$ cat src/core/lbi_pkg.sv
/*
  Shared constants and types for the local bus interface: cycle status codes,
  bus state encodings, byte-lane decoding and vector arithmetic.
  Assumes a single clock domain shared by both ends.
*/
package lbi_pkg;
  localparam int          ADDR_W       = 20;
  localparam int          DATA_W       = 16;
  localparam int          STAT_W       = 3;
  // Cycle status codes, active-low encoding as seen on the status pins
  localparam logic [2:0]  ST_IRQ_ACK   = 3'h0;
  localparam logic [2:0]  ST_IO_RD     = 3'h1;
  localparam logic [2:0]  ST_IO_WR     = 3'h2;
  localparam logic [2:0]  ST_HALT      = 3'h3;
  localparam logic [2:0]  ST_CODE_RD   = 3'h4;
  localparam logic [2:0]  ST_MEM_RD    = 3'h5;
  localparam logic [2:0]  ST_MEM_WR    = 3'h6;
  localparam logic [2:0]  ST_PASSIVE   = 3'h7;
  // Bus request kinds on the device user port
  localparam logic [1:0]  REQ_READ     = 2'h0;
  localparam logic [1:0]  REQ_WRITE    = 2'h1;
  localparam logic [1:0]  REQ_FETCH    = 2'h2;
  localparam int          VEC_SHIFT    = 2;
  localparam int          QUEUE_DEPTH  = 6;

  typedef enum logic [6:0] {
    LBI_IDLE = 7'h01,
    LBI_T1   = 7'h02,
    LBI_T2   = 7'h04,
    LBI_T3   = 7'h08,
    LBI_TW   = 7'h10,
    LBI_T4   = 7'h20,
    LBI_HOLD = 7'h40
  } lbi_state_t;

  // Byte lanes from high-byte enable and address bit 0: {high, low}
  function automatic logic [1:0] lane_sel(input logic bhe_n, input logic a0);
    lane_sel = {~bhe_n, ~a0};
  endfunction
endpackage

$ cat src/core/lbi_if.sv
/*
  Local bus carrier between the processor end and the system end.
  Assumes the bench resolves the shared data lines from the enables.
*/
`timescale 1ns/1ns
interface lbi_if;
  logic [19:0] addr_lat;
  logic [15:0] ad_out;
  logic        ad_oe_n;
  logic [15:0] ad_in;
  logic        ale;
  logic        mem_io;
  logic        rd_n;
  logic        wr_n;
  logic        irq_ack_n;
  logic        high_byte_enable_n;
  logic        xcvr_direction;
  logic        xcvr_enable_n;
  logic        ctl_oe_n;
  logic [2:0]  cycle_status_code;
  logic        lock_n;
  logic        ready;
  logic        test_n;
  logic        nmi;
  logic        maskable_irq_req;
  logic        bus_request_grant;
  logic        bus_grant;
  logic        mode_strap;

  modport cpu (
    output addr_lat, ad_out, ad_oe_n, ale, mem_io, rd_n, wr_n, irq_ack_n,
           high_byte_enable_n, xcvr_direction, xcvr_enable_n, ctl_oe_n,
           cycle_status_code, lock_n, bus_grant,
    input  ad_in, ready, test_n, nmi, maskable_irq_req, bus_request_grant, mode_strap
  );
  modport sys (
    input  addr_lat, ad_out, ad_oe_n, ale, mem_io, rd_n, wr_n, irq_ack_n,
           high_byte_enable_n, xcvr_direction, xcvr_enable_n, ctl_oe_n,
           cycle_status_code, lock_n, bus_grant,
    output ad_in, ready, test_n, nmi, maskable_irq_req, bus_request_grant, mode_strap
  );
endinterface

$ cat src/core/lbi_cpu.sv
/*
  Processor end of the multiplexed local bus: T1..T4 sequencing with wait
  states, halt, lock, test wait, hold and interrupt acknowledge.
  Assumes the system end keeps its rules; pin inputs arrive asynchronously.
*/
`timescale 1ns/1ns
module lbi_cpu #(
  parameter int QDEPTH = lbi_pkg::QUEUE_DEPTH
) (
  input  wire logic        clk,
  input  wire logic        srst,
  lbi_if.cpu               bus,
  input  wire logic        req_valid,
  output logic             req_ready,
  input  wire logic [1:0]  req_kind,
  input  wire logic        req_io,
  input  wire logic [19:0] req_addr,
  input  wire logic [15:0] req_wdata,
  input  wire logic        req_word,
  output logic [15:0]      rsp_rdata,
  output logic             rsp_valid,
  input  wire logic        halt_cmd,
  input  wire logic        lock_prefix,
  input  wire logic        instr_end,
  input  wire logic        wait_cmd,
  input  wire logic        irq_enable,
  input  wire logic        queue_full,
  output logic             halted,
  output logic             waiting,
  output logic             irq_taken,
  output logic [9:0]       vector_ptr
);
  initial begin
    if (QDEPTH < 1) $error("lbi_cpu: queue depth must be at least one");
  end

  lbi_pkg::lbi_state_t state_r;
  logic [2:0]  rdy_s, test_s, nmi_s, irq_s, hreq_s, mode_s;
  logic        rdy, test_n, nmi_lvl, irq, hreq, max_mode;
  logic        nmi_prev_r, nmi_pend_r;
  logic        halt_r, halt_ale_r, wait_r, lock_r, lock_end_r;
  logic        ack_phase_r, ack_act_r, hold_r;
  logic [1:0]  kind_r;
  logic        io_r, word_r, ack_cyc_r;
  logic [19:0] addr_r;
  logic [15:0] wdata_r;
  logic        wake;

  // Three-flop input capture; a change counts when stages two and three agree
  always_ff @(posedge clk) begin
    rdy_s  <= {rdy_s[1:0],  bus.ready};
    test_s <= {test_s[1:0], bus.test_n};
    nmi_s  <= {nmi_s[1:0],  bus.nmi};
    irq_s  <= {irq_s[1:0],  bus.maskable_irq_req};
    hreq_s <= {hreq_s[1:0], bus.bus_request_grant};
    mode_s <= {mode_s[1:0], bus.mode_strap};
  end
  always_ff @(posedge clk) begin
    if (srst) begin
      rdy <= 1'b0; test_n <= 1'b1; nmi_lvl <= 1'b0; irq <= 1'b0; hreq <= 1'b0;
      max_mode <= 1'b0;
    end else begin
      if (rdy_s[1] == rdy_s[2])   rdy <= rdy_s[2];
      if (test_s[1] == test_s[2]) test_n <= test_s[2];
      if (nmi_s[1] == nmi_s[2])   nmi_lvl <= nmi_s[2];
      if (irq_s[1] == irq_s[2])   irq <= irq_s[2];
      if (hreq_s[1] == hreq_s[2]) hreq <= hreq_s[2];
      if (mode_s[1] == mode_s[2]) max_mode <= ~mode_s[2];
    end
  end

  // Rising edge of NMI is latched; set wins over the clear on service
  always_ff @(posedge clk) begin
    if (srst) begin
      nmi_prev_r <= 1'b0;
      nmi_pend_r <= 1'b0;
    end else begin
      nmi_prev_r <= nmi_lvl;
      if (nmi_lvl && !nmi_prev_r) nmi_pend_r <= 1'b1;
      else if (start_ack)         nmi_pend_r <= 1'b0;
    end
  end

  assign wake = nmi_pend_r || (irq && irq_enable);

  logic idle;
  logic start_ack, start_halt, start_req, take_hold, bus_free;
  assign idle       = (state_r == lbi_pkg::LBI_IDLE);
  // A grant decided on this edge takes the bus before any cycle may start
  assign bus_free   = idle && !hold_r && !take_hold;
  // Interrupt response outranks queued work; in test wait, prefetch stops, and in test wait with a full queue all requests stop
  assign start_ack  = bus_free && (ack_phase_r || (wake && !ack_act_r));
  assign start_halt = bus_free && halt_ale_r && !start_ack;
  assign start_req  = bus_free && !start_ack && !start_halt && !halt_r && req_valid
                      && !(wait_r && (queue_full || req_kind == lbi_pkg::REQ_FETCH));
  // Hold is never granted mid-lock or between the two acknowledge cycles
  assign take_hold  = idle && hreq && !lock_r && !ack_phase_r && !ack_act_r;
  assign req_ready  = start_req;

  always_ff @(posedge clk) begin
    if (srst) begin
      state_r <= lbi_pkg::LBI_IDLE;
      hold_r  <= 1'b0;
    end else begin
      case (state_r)
        lbi_pkg::LBI_IDLE: begin
          if (take_hold) begin
            state_r <= lbi_pkg::LBI_HOLD;
            hold_r  <= 1'b1;
          end else if (start_ack || start_halt || start_req) begin
            state_r <= lbi_pkg::LBI_T1;
          end
        end
        lbi_pkg::LBI_T1: state_r <= ack_cyc_r && kind_r == lbi_pkg::REQ_FETCH
                                    ? lbi_pkg::LBI_IDLE : lbi_pkg::LBI_T2;
        lbi_pkg::LBI_T2: state_r <= lbi_pkg::LBI_T3;
        lbi_pkg::LBI_T3,
        lbi_pkg::LBI_TW: state_r <= rdy ? lbi_pkg::LBI_T4 : lbi_pkg::LBI_TW;
        lbi_pkg::LBI_T4: state_r <= lbi_pkg::LBI_IDLE;
        lbi_pkg::LBI_HOLD: begin
          if (!hreq) begin
            state_r <= lbi_pkg::LBI_IDLE;
            hold_r  <= 1'b0;
          end
        end
        default: state_r <= lbi_pkg::LBI_IDLE;
      endcase
    end
  end

  // Cycle descriptor; a halt cycle is marked as a fetch kind with the ack flag
  always_ff @(posedge clk) begin
    if (srst) begin
      kind_r <= lbi_pkg::REQ_READ; io_r <= 1'b0; word_r <= 1'b0; ack_cyc_r <= 1'b0;
      addr_r <= '0; wdata_r <= '0;
    end else if (start_ack) begin
      kind_r <= lbi_pkg::REQ_READ; io_r <= 1'b1; word_r <= 1'b0; ack_cyc_r <= 1'b1;
    end else if (start_halt) begin
      kind_r <= lbi_pkg::REQ_FETCH; ack_cyc_r <= 1'b1;
    end else if (start_req) begin
      kind_r <= req_kind; io_r <= req_io; word_r <= req_word; ack_cyc_r <= 1'b0;
      addr_r <= req_addr; wdata_r <= req_wdata;
    end
  end

  logic is_halt_cyc, is_wr, is_ack, in_t2_t4, last_t4, strb_win;
  assign is_halt_cyc = ack_cyc_r && kind_r == lbi_pkg::REQ_FETCH;
  assign is_ack      = ack_cyc_r && !is_halt_cyc;
  assign is_wr       = !ack_cyc_r && kind_r == lbi_pkg::REQ_WRITE;
  assign in_t2_t4    = state_r inside {lbi_pkg::LBI_T2, lbi_pkg::LBI_T3,
                                       lbi_pkg::LBI_TW, lbi_pkg::LBI_T4};
  assign last_t4     = state_r == lbi_pkg::LBI_T4;
  // Next state is T2, T3 or a wait state: read-type strobes stand there
  assign strb_win    = state_r inside {lbi_pkg::LBI_T1, lbi_pkg::LBI_T2}
                       || (state_r inside {lbi_pkg::LBI_T3, lbi_pkg::LBI_TW} && !rdy);

  // Halt, test wait and interrupt acknowledge sequencing
  always_ff @(posedge clk) begin
    if (srst) begin
      halt_r <= 1'b0; halt_ale_r <= 1'b0; wait_r <= 1'b0;
      ack_phase_r <= 1'b0; ack_act_r <= 1'b0;
      irq_taken <= 1'b0; vector_ptr <= '0;
    end else begin
      irq_taken <= 1'b0;
      if (halt_cmd && !halt_r) begin
        halt_r <= 1'b1;
        halt_ale_r <= 1'b1;
      end else if (halt_r && wake) begin
        halt_r <= 1'b0;
        halt_ale_r <= 1'b0;
      end else if (start_halt) begin
        halt_ale_r <= 1'b0;
      end
      if (halt_r && state_r == lbi_pkg::LBI_HOLD && !hreq) halt_ale_r <= 1'b1;
      if (wait_cmd) wait_r <= 1'b1;
      else if (wait_r && !test_n) wait_r <= 1'b0;
      if (start_ack) ack_act_r <= 1'b1;
      if (is_ack && last_t4) begin
        if (!ack_phase_r) begin
          ack_phase_r <= 1'b1;
        end else begin
          ack_phase_r <= 1'b0;
          ack_act_r   <= 1'b0;
          irq_taken   <= 1'b1;
          vector_ptr  <= {bus.ad_in[7:0], 2'h0};
        end
      end
    end
  end

  // Lock: prefix-driven, or in max mode T2 of first to T2 of second acknowledge cycle
  always_ff @(posedge clk) begin
    if (srst) begin
      lock_r <= 1'b0; lock_end_r <= 1'b0;
    end else begin
      if (lock_prefix) lock_r <= 1'b1;
      else if (lock_end_r && last_t4) lock_r <= 1'b0;
      if (lock_prefix) lock_end_r <= 1'b0;
      else if (lock_r && instr_end) lock_end_r <= 1'b1;
      if (lock_end_r && last_t4) lock_end_r <= 1'b0;
      if (max_mode && is_ack && state_r == lbi_pkg::LBI_T2)
        lock_r <= !ack_phase_r;
    end
  end

  // Read data: an odd-address byte comes back shifted to the low lane, else the whole word
  always_ff @(posedge clk) begin
    if (srst) begin
      rsp_rdata <= '0;
      rsp_valid <= 1'b0;
    end else begin
      rsp_valid <= last_t4 && !ack_cyc_r && !is_wr;
      if (last_t4 && !ack_cyc_r && !is_wr)
        rsp_rdata <= (!word_r && addr_r[0]) ? {8'h00, bus.ad_in[15:8]}
                                            : bus.ad_in;
    end
  end

  logic       min_mode, floating;
  logic [1:0] lanes;
  assign min_mode = !max_mode;
  assign floating = hold_r;
  assign lanes    = lbi_pkg::lane_sel(!(word_r || addr_r[0]), addr_r[0]);

  // Control outputs are registered so every pin is glitch-free
  always_ff @(posedge clk) begin
    if (srst) begin
      bus.ale <= 1'b0; bus.rd_n <= 1'b1; bus.wr_n <= 1'b1; bus.irq_ack_n <= 1'b1;
      bus.mem_io <= 1'b0; bus.high_byte_enable_n <= 1'b1; bus.addr_lat <= '0;
      bus.ad_out <= '0; bus.ad_oe_n <= 1'b1; bus.xcvr_direction <= 1'b0;
      bus.xcvr_enable_n <= 1'b1; bus.cycle_status_code <= lbi_pkg::ST_PASSIVE;
      bus.ctl_oe_n <= 1'b0; bus.lock_n <= 1'b1; bus.bus_grant <= 1'b0;
    end else begin
      bus.ctl_oe_n  <= floating;
      bus.bus_grant <= take_hold || (state_r == lbi_pkg::LBI_HOLD && hreq);
      bus.lock_n    <= !lock_r;
      bus.ale <= min_mode && (start_ack || start_halt || start_req);
      bus.mem_io <= (start_req) ? !req_io : (start_ack ? 1'b0 : bus.mem_io);
      if (start_req) begin
        bus.addr_lat           <= req_addr;
        bus.ad_out             <= req_addr[15:0];
        bus.ad_oe_n            <= 1'b0;
        bus.high_byte_enable_n <= !(req_word || req_addr[0]);
        bus.xcvr_direction     <= req_kind == lbi_pkg::REQ_WRITE;
      end else if (start_ack || start_halt) begin
        bus.ad_oe_n <= 1'b1;
        bus.xcvr_direction <= 1'b0;
      end else if (state_r == lbi_pkg::LBI_T1) begin
        if (is_wr) begin
          bus.ad_out <= lanes == 2'h2 ? {wdata_r[7:0], 8'h00} : wdata_r;
          bus.ad_oe_n <= 1'b0;
        end else begin
          bus.ad_oe_n <= 1'b1;
        end
      end else if (last_t4 || floating) begin
        bus.ad_oe_n <= 1'b1;
      end
      // Strobes are registered one state ahead, so they open with T2
      bus.wr_n <= !(min_mode && is_wr && (state_r == lbi_pkg::LBI_T1 ||
                   (in_t2_t4 && !last_t4 && state_r != lbi_pkg::LBI_T3) ||
                   (state_r == lbi_pkg::LBI_T3 && !rdy)));
      bus.rd_n <= !(min_mode && !ack_cyc_r && !is_wr && strb_win);
      bus.irq_ack_n <= !(min_mode && is_ack && strb_win);
      bus.xcvr_enable_n <= !(min_mode && strb_win && !is_halt_cyc);
      if (max_mode && state_r == lbi_pkg::LBI_IDLE) begin
        if (start_ack)       bus.cycle_status_code <= lbi_pkg::ST_IRQ_ACK;
        else if (start_halt) bus.cycle_status_code <= lbi_pkg::ST_HALT;
        else if (start_req) begin
          case (req_kind)
            lbi_pkg::REQ_WRITE: bus.cycle_status_code <= req_io ? lbi_pkg::ST_IO_WR
                                                                : lbi_pkg::ST_MEM_WR;
            lbi_pkg::REQ_FETCH: bus.cycle_status_code <= lbi_pkg::ST_CODE_RD;
            default:            bus.cycle_status_code <= req_io ? lbi_pkg::ST_IO_RD
                                                                : lbi_pkg::ST_MEM_RD;
          endcase
        end
      end else if (state_r == lbi_pkg::LBI_T3 || state_r == lbi_pkg::LBI_TW ||
                   state_r == lbi_pkg::LBI_T1 && is_halt_cyc || !max_mode) begin
        bus.cycle_status_code <= lbi_pkg::ST_PASSIVE;
      end
    end
  end

  assign halted  = halt_r;
  assign waiting = wait_r;
endmodule // lbi_cpu

$ cat src/flat_wrapper.sv
// flat-port wrapper written by rule: the top's interface ports become plain ports
module lbi_cpu_flat 
#(
  parameter int QDEPTH = lbi_pkg::QUEUE_DEPTH
)
  (clk, srst, req_valid, req_ready, req_kind, req_io, req_addr, req_wdata, req_word, rsp_rdata, rsp_valid, halt_cmd, lock_prefix, instr_end, wait_cmd, irq_enable, queue_full, halted, waiting, irq_taken, vector_ptr, bus_addr_lat, bus_ad_out, bus_ad_oe_n, bus_ale, bus_mem_io, bus_rd_n, bus_wr_n, bus_irq_ack_n, bus_high_byte_enable_n, bus_xcvr_direction, bus_xcvr_enable_n, bus_ctl_oe_n, bus_cycle_status_code, bus_lock_n, bus_bus_grant, bus_ad_in, bus_ready, bus_test_n, bus_nmi, bus_maskable_irq_req, bus_bus_request_grant, bus_mode_strap);
  lbi_if bus_i ();
  input  wire logic clk;
  input  wire logic srst;
  input  wire logic req_valid;
  output logic req_ready;
  input  wire logic [1:0] req_kind;
  input  wire logic req_io;
  input  wire logic [19:0] req_addr;
  input  wire logic [15:0] req_wdata;
  input  wire logic req_word;
  output logic [15:0] rsp_rdata;
  output logic rsp_valid;
  input  wire logic halt_cmd;
  input  wire logic lock_prefix;
  input  wire logic instr_end;
  input  wire logic wait_cmd;
  input  wire logic irq_enable;
  input  wire logic queue_full;
  output logic halted;
  output logic waiting;
  output logic irq_taken;
  output logic [9:0] vector_ptr;
  output wire logic [$bits(bus_i.addr_lat)-1:0] bus_addr_lat;
  output wire logic [$bits(bus_i.ad_out)-1:0] bus_ad_out;
  output wire logic [$bits(bus_i.ad_oe_n)-1:0] bus_ad_oe_n;
  output wire logic [$bits(bus_i.ale)-1:0] bus_ale;
  output wire logic [$bits(bus_i.mem_io)-1:0] bus_mem_io;
  output wire logic [$bits(bus_i.rd_n)-1:0] bus_rd_n;
  output wire logic [$bits(bus_i.wr_n)-1:0] bus_wr_n;
  output wire logic [$bits(bus_i.irq_ack_n)-1:0] bus_irq_ack_n;
  output wire logic [$bits(bus_i.high_byte_enable_n)-1:0] bus_high_byte_enable_n;
  output wire logic [$bits(bus_i.xcvr_direction)-1:0] bus_xcvr_direction;
  output wire logic [$bits(bus_i.xcvr_enable_n)-1:0] bus_xcvr_enable_n;
  output wire logic [$bits(bus_i.ctl_oe_n)-1:0] bus_ctl_oe_n;
  output wire logic [$bits(bus_i.cycle_status_code)-1:0] bus_cycle_status_code;
  output wire logic [$bits(bus_i.lock_n)-1:0] bus_lock_n;
  output wire logic [$bits(bus_i.bus_grant)-1:0] bus_bus_grant;
  input wire logic [$bits(bus_i.ad_in)-1:0] bus_ad_in;
  input wire logic [$bits(bus_i.ready)-1:0] bus_ready;
  input wire logic [$bits(bus_i.test_n)-1:0] bus_test_n;
  input wire logic [$bits(bus_i.nmi)-1:0] bus_nmi;
  input wire logic [$bits(bus_i.maskable_irq_req)-1:0] bus_maskable_irq_req;
  input wire logic [$bits(bus_i.bus_request_grant)-1:0] bus_bus_request_grant;
  input wire logic [$bits(bus_i.mode_strap)-1:0] bus_mode_strap;
  assign bus_addr_lat = bus_i.addr_lat;
  assign bus_ad_out = bus_i.ad_out;
  assign bus_ad_oe_n = bus_i.ad_oe_n;
  assign bus_ale = bus_i.ale;
  assign bus_mem_io = bus_i.mem_io;
  assign bus_rd_n = bus_i.rd_n;
  assign bus_wr_n = bus_i.wr_n;
  assign bus_irq_ack_n = bus_i.irq_ack_n;
  assign bus_high_byte_enable_n = bus_i.high_byte_enable_n;
  assign bus_xcvr_direction = bus_i.xcvr_direction;
  assign bus_xcvr_enable_n = bus_i.xcvr_enable_n;
  assign bus_ctl_oe_n = bus_i.ctl_oe_n;
  assign bus_cycle_status_code = bus_i.cycle_status_code;
  assign bus_lock_n = bus_i.lock_n;
  assign bus_bus_grant = bus_i.bus_grant;
  assign bus_i.ad_in = bus_ad_in;
  assign bus_i.ready = bus_ready;
  assign bus_i.test_n = bus_test_n;
  assign bus_i.nmi = bus_nmi;
  assign bus_i.maskable_irq_req = bus_maskable_irq_req;
  assign bus_i.bus_request_grant = bus_bus_request_grant;
  assign bus_i.mode_strap = bus_mode_strap;
  lbi_cpu #(.QDEPTH(QDEPTH)) u_core (.clk(clk), .srst(srst), .bus(bus_i), .req_valid(req_valid), .req_ready(req_ready), .req_kind(req_kind), .req_io(req_io), .req_addr(req_addr), .req_wdata(req_wdata), .req_word(req_word), .rsp_rdata(rsp_rdata), .rsp_valid(rsp_valid), .halt_cmd(halt_cmd), .lock_prefix(lock_prefix), .instr_end(instr_end), .wait_cmd(wait_cmd), .irq_enable(irq_enable), .queue_full(queue_full), .halted(halted), .waiting(waiting), .irq_taken(irq_taken), .vector_ptr(vector_ptr));
endmodule
$ cat config.mk
export PLATFORM = sky130hd
export DESIGN_NAME = lbi_cpu_flat
export DESIGN_NICKNAME = d
export VERILOG_FILES = /design/src/core/lbi_pkg.sv /design/src/core/lbi_if.sv /design/src/core/lbi_cpu.sv /design/src/flat_wrapper.sv
export SDC_FILE = /design/constraint.sdc
export NUM_CORES = 1
export LEC_CHECK = 0
export BUFFER_PORTS_ARGS = -buffer_cell sky130_fd_sc_hd__buf_2
export CORE_AREA = 10 10 118 120
export CTS_CLUSTER_SIZE = 40
export DETAILED_ROUTE_END_ITERATION = 7
export DIE_AREA = 0 0 128 130
export PLACE_DENSITY = 0.81
export SYNTH_ARGS = -nofsm -noshare
export SYNTH_HDL_FRONTEND = slang
export SYNTH_SLANG_ARGS = --single-unit
export TNS_END_PERCENT = 20
$ cat constraint.sdc
create_clock -name clk -period 1.9 [get_ports clk]
set_input_delay 0 -clock clk [delete_from_list [all_inputs] [get_ports clk]]
set_output_delay 0 -clock clk [all_outputs]
set_load 0.02 [all_outputs]
== Yosys cells after proc, flatten, opt, wreduce, memory -nomap -nowiden ==
Index checks and enable logic that the tools add are counted.

* Output and inout port bits: 82
* Word-level logic and storage cells: 251
* Register bits after elaboration: 139
* Bits of input ports: 71

* Muxes and demuxes: 54
* Eq/ne operators: 24
* Bitwise logic cells: 5
* Reduce and logical (&&, ||, !) cells: 120

{| class="wikitable"
|+ Operators with widths
! kind !! count
|-
| $mux W16 || 6
|-
| $logic_and A1 B1 Y1 || 51
|-
| $pmux W7 S5 || 1
|-
| $mux W1 || 31
|-
| $logic_not A1 Y1 || 25
|-
| $mux W3 || 8
|-
| $reduce_bool A2 Y1 || 12
|-
| $mux W7 || 3
|-
| $logic_or A1 B1 Y1 || 15
|-
| $reduce_bool A4 Y1 || 3
|-
| $reduce_and A3 Y1 || 3
|-
| $reduce_and A2 Y1 || 4
|-
| $eq A7 B1 Y1 const B || 1
|-
| $eq A7 B2 Y1 const B || 1
|-
| $eq A7 B3 Y1 const B || 1
|-
| $eq A7 B4 Y1 const B || 1
|-
| $eq A7 B5 Y1 const B || 1
|-
| $eq A7 B6 Y1 const B || 1
|-
| $eq A7 B7 Y1 const B || 1
|-
| $ne A7 B4 Y1 const B || 1
|-
| $eq A1 B1 Y1 || 6
|-
| $eq A2 B2 Y1 const B || 3
|-
| $mux W6 || 1
|-
| $pmux W3 S2 || 1
|-
| other kinds (11) || 22
|}

== Longest topological paths before layout ==
* Depth after elaboration: 19
* Mapped depth: 10
* Mapped depth without buffers: 8

== Least setup slack after synthesis ==
OpenSTA, ideal clock, no wires.

* Kind: register to register
* From: register u_core.state_r[1]
* To: register u_core.bus.cycle_status_code[0] in the netlist's numbering
* Required time: 1762 ps
* Cell stages (with the launch flop): 6
* Library setup time: 138 ps
* Path buffers: 0
* Clock period less this slack: 2064 ps
* Path slack: -164 ps
* Arrival time: 1926 ps
* Path through: dfxtp_1 > or4_4 > nor4_4 > o21ai_1 > nor3_1 > a22oi_1

* Cells in the longest elaborated chain, start to end: 17
* Elaborated cells on any way between the ends: 32

{| class="wikitable"
|+ RTL lines
! what !! RTL line !! text
|-
| from (decl) || lbi_cpu.sv:37 || <nowiki>lbi_pkg::lbi_state_t state_r;</nowiki>
|-
| from (signal assigned) || lbi_cpu.sv:102 || <nowiki>state_r <= lbi_pkg::LBI_IDLE;</nowiki>
|-
| from (signal assigned) || lbi_cpu.sv:108 || <nowiki>state_r <= lbi_pkg::LBI_HOLD;</nowiki>
|-
| from (signal assigned) || lbi_cpu.sv:111 || <nowiki>state_r <= lbi_pkg::LBI_T1;</nowiki>
|-
| $eq A7 B1 Y1 || lbi_cpu.sv:88, lbi_cpu.sv:265 ||
|-
| $logic_and A1 B1 Y1 (4 in a row) || lbi_cpu.sv:97 || <nowiki>assign take_hold = idle && hreq && !lock_r && !ack_phase_r && !ack_act_r;</nowiki>
|-
| $logic_not A1 Y1 || lbi_cpu.sv:90 || <nowiki>assign bus_free = idle && !hold_r && !take_hold;</nowiki>
|-
| $logic_and A1 B1 Y1 || lbi_cpu.sv:90 ||
|-
| $logic_and A1 B1 Y1 || lbi_cpu.sv:92 || <nowiki>assign start_ack = bus_free && (ack_phase_r || (wake && !ack_act_r));</nowiki>
|-
| $logic_not A1 Y1 || lbi_cpu.sv:93, lbi_cpu.sv:94 ||
|-
| $logic_and A1 B1 Y1 || lbi_cpu.sv:93 || <nowiki>assign start_halt = bus_free && halt_ale_r && !start_ack;</nowiki>
|-
| $logic_not A1 Y1 || lbi_cpu.sv:94 || <nowiki>assign start_req = bus_free && !start_ack && !start_halt && !halt_r && req_valid</nowiki>
|-
| $logic_and A1 B1 Y1 (3 in a row) || lbi_cpu.sv:94 ||
|-
| $logic_and A1 B1 Y1 || lbi_cpu.sv:95 || <nowiki>&& !(wait_r && (queue_full || req_kind == lbi_pkg::REQ_FETCH));</nowiki>
|-
| $ne A4 B1 Y1 (no line) || -- ||
|-
| $reduce_and A2 Y1 (no line) || -- ||
|-
| to (signal assigned) || lbi_cpu.sv:266 || <nowiki>if (start_ack) bus.cycle_status_code <= lbi_pkg::ST_IRQ_ACK;</nowiki>
|-
| to (signal assigned) || lbi_cpu.sv:267 || <nowiki>else if (start_halt) bus.cycle_status_code <= lbi_pkg::ST_HALT;</nowiki>
|-
| to (signal assigned) || lbi_cpu.sv:270 || <nowiki>lbi_pkg::REQ_WRITE: bus.cycle_status_code <= req_io ? lbi_pkg::ST_IO_WR</nowiki>
|-
| to (decl) || lbi_if.sv:33 || <nowiki>cycle_status_code, lock_n, bus_grant,</nowiki>
|}

Parallel ways exist; a longest one is shown, timed or not.
A chain may end at the register's enable or synchronous reset.

== Worst setup path after layout ==
* From: register u_core.state_r[2]
* To: output req_ready

* Cells in the longest elaborated chain, start to end: 15
* Elaborated cells on any way between the ends: 18

{| class="wikitable"
|+ RTL lines
! what !! RTL line !! text
|-
| $eq A7 B1 Y1 * || lbi_cpu.sv:88 || <nowiki>assign idle = (state_r == lbi_pkg::LBI_IDLE);</nowiki>
|-
| $logic_and A1 B1 Y1 (4 in a row) || lbi_cpu.sv:97 ||
|-
| $logic_not A1 Y1 || lbi_cpu.sv:90 ||
|-
| $logic_and A1 B1 Y1 * || lbi_cpu.sv:90 ||
|-
| $logic_and A1 B1 Y1 || lbi_cpu.sv:92 ||
|-
| $logic_not A1 Y1 || lbi_cpu.sv:93, lbi_cpu.sv:94 ||
|-
| $logic_and A1 B1 Y1 || lbi_cpu.sv:93 ||
|-
| $logic_not A1 Y1 || lbi_cpu.sv:94 ||
|-
| $logic_and A1 B1 Y1 * (3 in a row) || lbi_cpu.sv:94 ||
|-
| $logic_and A1 B1 Y1 * || lbi_cpu.sv:95 ||
|-
| to (decl) || flat_wrapper.sv:11 || <nowiki>output logic req_ready;</nowiki>
|}

Mark *: on every way between the ends. The rest lies on a longest branch, timed or not.

==> results.py <==
metrics = {
    "placed_design": {
        "dp_cells": 898,
        "dp_hpwl_mm": 10.7,
        "gp_congestion": 0.861,
        "port-buffer-count": 150,
    },
    "yosys": {
        "synth_top_area_frac": 0.536,
        "async_flop_share": 0,
        "synth_top_cell_by_area": "dfxtp_1",
        "ys_ff_latch": 139,
        "synth_cells": 588,
        "synth_area_per_cell_sq_um": 8.84,
        "synth.yosys.seq_area_share": 0.536,
        "synth_ff_type": "dfxtp_1",
        "syn-cell-area_sq_mm": 0.00520,
        "synth_edf_count": 0,
        "synth_cell_type_count": 51,
        "yosysWarnings": 0,
        "synth_area_leaders": "dfxtp_1 54%, nand2_1 8.7%, a21oi_1 6.8%",
    },
    "clock_tree": {
        "cts_inserted_buffers": 17,
        "clock-root-buffer": "clkbuf_16",
        "cts.clk_slew.worst_paths_ns": 0.06,
        "cts_buffer_depth": 2,
        "cts_tree": "built",
        "clkSinkCount": 139,
        "htree_levels": 4,
        "clock_latency_ns": 0.43,
    },
    "layout": {
        "n_fill_cell": 895,
        "final_nets": 912,
        "final_common_cell": "buf_2",
        "area_growth_pct": 52.1,
        "layout_common_cells": "148 x buf_2, 138 x dfxtp_1, 119 x nand2_1",
        "drive_above_1_share": 0.329,
        "final-instance-count-excl-fill": 998,
    },
    "timing": {
        "maxSlewHeadroom": 0.613,
        "timing.final.ws_setup_ns": -0.0682,
        "rsz0062_at_grt": "yes",
        "slew_viol_final": 0,
        "fin_crit_sh": 1.04,
        "period_minus_slack_ns": 1.97,
        "finClkSkew_ns": 0.0144,
        "setup_viol": 17,
        "max_slew.worst_pin.slew_ns": 0.579,
        "hold_violations": 0,
        "fmax_ghz": 0.508,
    },
    "setup_path": {
        "worst-endpoint-required_ns": 1.90,
        "path_class": "reg -> out",
        "crit_path_end_kind": "output pin",
        "rr_endpoint": "u_core.bus.ad_out[15]",
        "cp-endpoint": "req_ready",
        "max_stage_delay_ns": 0.55,
        "slowest_stage": "or4_4",
        "reg2reg_setup_slack_ns": -0.06,
        "critPathArrivalTime_ns": 1.97,
        "worstPathMaxFanout": 5,
        "reg2reg_from": "u_core.state_r[2]",
        "startpoint": "u_core.state_r[2]",
        "rr_worst_depth": 8,
        "crit_chain": "or4_4 > nor4_4 > nand3b_4 > clkinv_4 > buf_12 > buf_8",
        "start_kind": "flip-flop",
    },
    "power": {
        "p_per_area_mw_per_mm2": 1130,
        "finalPower_uw": 8900,
        "p_sw_uw": 2560,
        "switching_share": 0.288,
        "p_clk_frac": 0.388,
        "internal_power_uw": 6340,
        "ir_worst_vdd_uv": 995,
        "sequentialPowerShare": 0.373,
        "p_leak_uw": 0.00336,
        "power_frac_comb": 0.239,
    },
    "worst_hold_path": {
        "holdPathStages": 4,
        "min_path_type": "in -> reg",
    },
    "drt": {
        "antenna_left": 0,
        "top_layer": "met4",
        "wl_met3_mm": 1.30,
        "wl_met2_mm": 9.03,
        "routed_wl_mm": 17.2,
        "via_count": 5229,
        "drc": 0,
        "dr.pass1.iters": 5,
        "vias_per_cell": 5.24,
        "drt-met1-wl_mm": 6.36,
        "routedWlPerCell_microns": 17.3,
        "drtIter0Drc": 363,
    },
    "global_route": {
        "antenna_found_initial": 0,
        "grt_start_max_net_pins": 46,
        "grt_pass1_vias": 5342,
        "grt.overflow.total": 0,
        "grtUsageTotal": 0.200,
        "grt_pass1_wl_mm": 26.5,
    },
    "die": {
        "die_h_microns": 130,
        "die_w_microns": 128,
        "row_count": 40,
        "io_pins": 153,
        "placeableCoreArea_sq_mm": 0.0117,
        "die_area_sq_mm": 0.0166,
        "start_util": 0.444,
    },
    "run_status": {
        "status": "finished with violations",
        "violations": "negative setup slack",
    },
    "run": {
        "maxCapViolations": 0,
    },
}
-- cell usage after synthesis (all sizes together), types with 3 or more instances --
| library cell | count |
|---|---|
| nand2 | 120 |
| a22o | 9 |
| a211oi | 11 |
| inv | 10 |
| nor2 | 47 |
| a22oi | 4 |
| mux2 | 10 |
| buf | 14 |
| a311oi | 8 |
| nand2b | 8 |
| o21a | 3 |
| mux2i | 5 |
| o21ai | 13 |
| nor2b | 6 |
| a21oi | 71 |
| nand4 | 5 |
| a21o | 3 |
| nand3 | 13 |
| o22ai | 5 |
| dfxtp | 139 |
| nor3b | 9 |
| nor3 | 21 |
| clkbuf | 22 |
-- state kept, by name, summed over array words and instances, names as in the netlist, 2 cells and up --
name,count
u_core.hreq_s,3
u_core.vector_ptr,8
u_core.wdata_r,16
u_core.bus.addr_lat,20
u_core.state_r,7
u_core.rdy_s,3
u_core.kind_r,2
u_core.mode_s,3
u_core.nmi_s,3
u_core.irq_s,3
u_core.test_s,3
u_core.bus.cycle_status_code,3
u_core.rsp_rdata,16
u_core.bus.ad_out,16
-- how the worst min path moves through the flow --
stage                   endpoint             startpoint  slack, ns
2_1_floorplan   u_core.hreq_s[0]  bus_bus_request_grant       0.03
3_3_place_gp     u_core.rdy_s[0]              bus_ready       0.10
3_5_place_dp    u_core.test_s[0]             bus_test_n       0.10
4_1_cts        u_core.lock_end_r              instr_end      0.008
5_1_grt         u_core.kind_r[1]            req_kind[1]       0.04
6_report       u_core.lock_end_r              instr_end       0.02
-- cells by family (layout without fill, tap and decap cells) --
group,count (synthesis),in the layout,share of synthesized area
XOR/XNOR,3,3,0.00506
flip-flops,139,139,0.536
multiplexers,15,15,0.0313
AO/OA/AOI/OAI,136,136,0.160
AND/OR/NAND/NOR,246,246,0.222
other,1,3,0.000722
buffers and inverters,46,307,0.0402
adder cells (fa/ha/maj),2,2,0.00482
-- what timing repair did --
action	CTS	global route
endpoints found under the hold margin	95	0
setup endpoints to repair	16	99
gates cloned	1	0
hold buffers	66	0
pin swaps	6	13
resized for setup	9	31
setup buffers	3	0
-- layout make-up --
class	count	area, sq um	share of cell area
tap	147	184	0.0233
timing repair buffer	267	1930	0.244
clock buffer	19	443	0.0560
multi-input combinational	404	2350	0.297
inverter	10	42.5	0.00538
clock inverter	11	170	0.0215
antenna	1	2.50	0.000317
sequential	139	2780	0.352
-- worst max-delay path, delay by kind of cell, from the launching register on --
kind	cells	cell delay (ns)
simple gates	3	0.92
flops	1	0.33
buf+inv	3	0.30
-- through the flow --
stage / setup WS, ns / area [sq um] / util / hold slack, ns / TNS [ns]
6_report: -0.0682 / 7910 / 0.675 / 0.0194 / -0.327
5_1_grt: -0.139 / 7900 / 0.675 / 0.0427 / -6.57
4_1_cts: -0.168 / 7790 / 0.665 / 0.00841 / -7.20
3_3_place_gp: 0.0172 / 6420 / 0.548 / 0.103 / 0
2_1_floorplan: -0.0376 / 5250 / - / 0.0277 / -1.11
3_5_place_dp: -0.0692 / 6420 / 0.548 / 0.105 / -0.171
-- power by group through the flow --
stage | Combinational [uW] | Clock [uW] | Sequential (uW)
6_report | 2130 | 3450 | 3320
3_5_place_dp | 1790 | 0 | 3370
2_1_floorplan | 912 | 0 | 3500
3_3_place_gp | 1770 | 0 | 3360
4_1_cts | 2040 | 3480 | 3310
5_1_grt | 2310 | 3590 | 3350
-- per-layer routing --
| metal | global-route usage | vias up |
|---|---|---|
| met5 | 0 | - |
| met4 | 0.105 | 0 |
| met3 | 0.0759 | 47 |
| met2 | 0.352 | 205 |
| met1 | 0.203 | 2445 |
| li1 | - | 2532 |
Note: power is estimated with default switching activity, not from simulation.
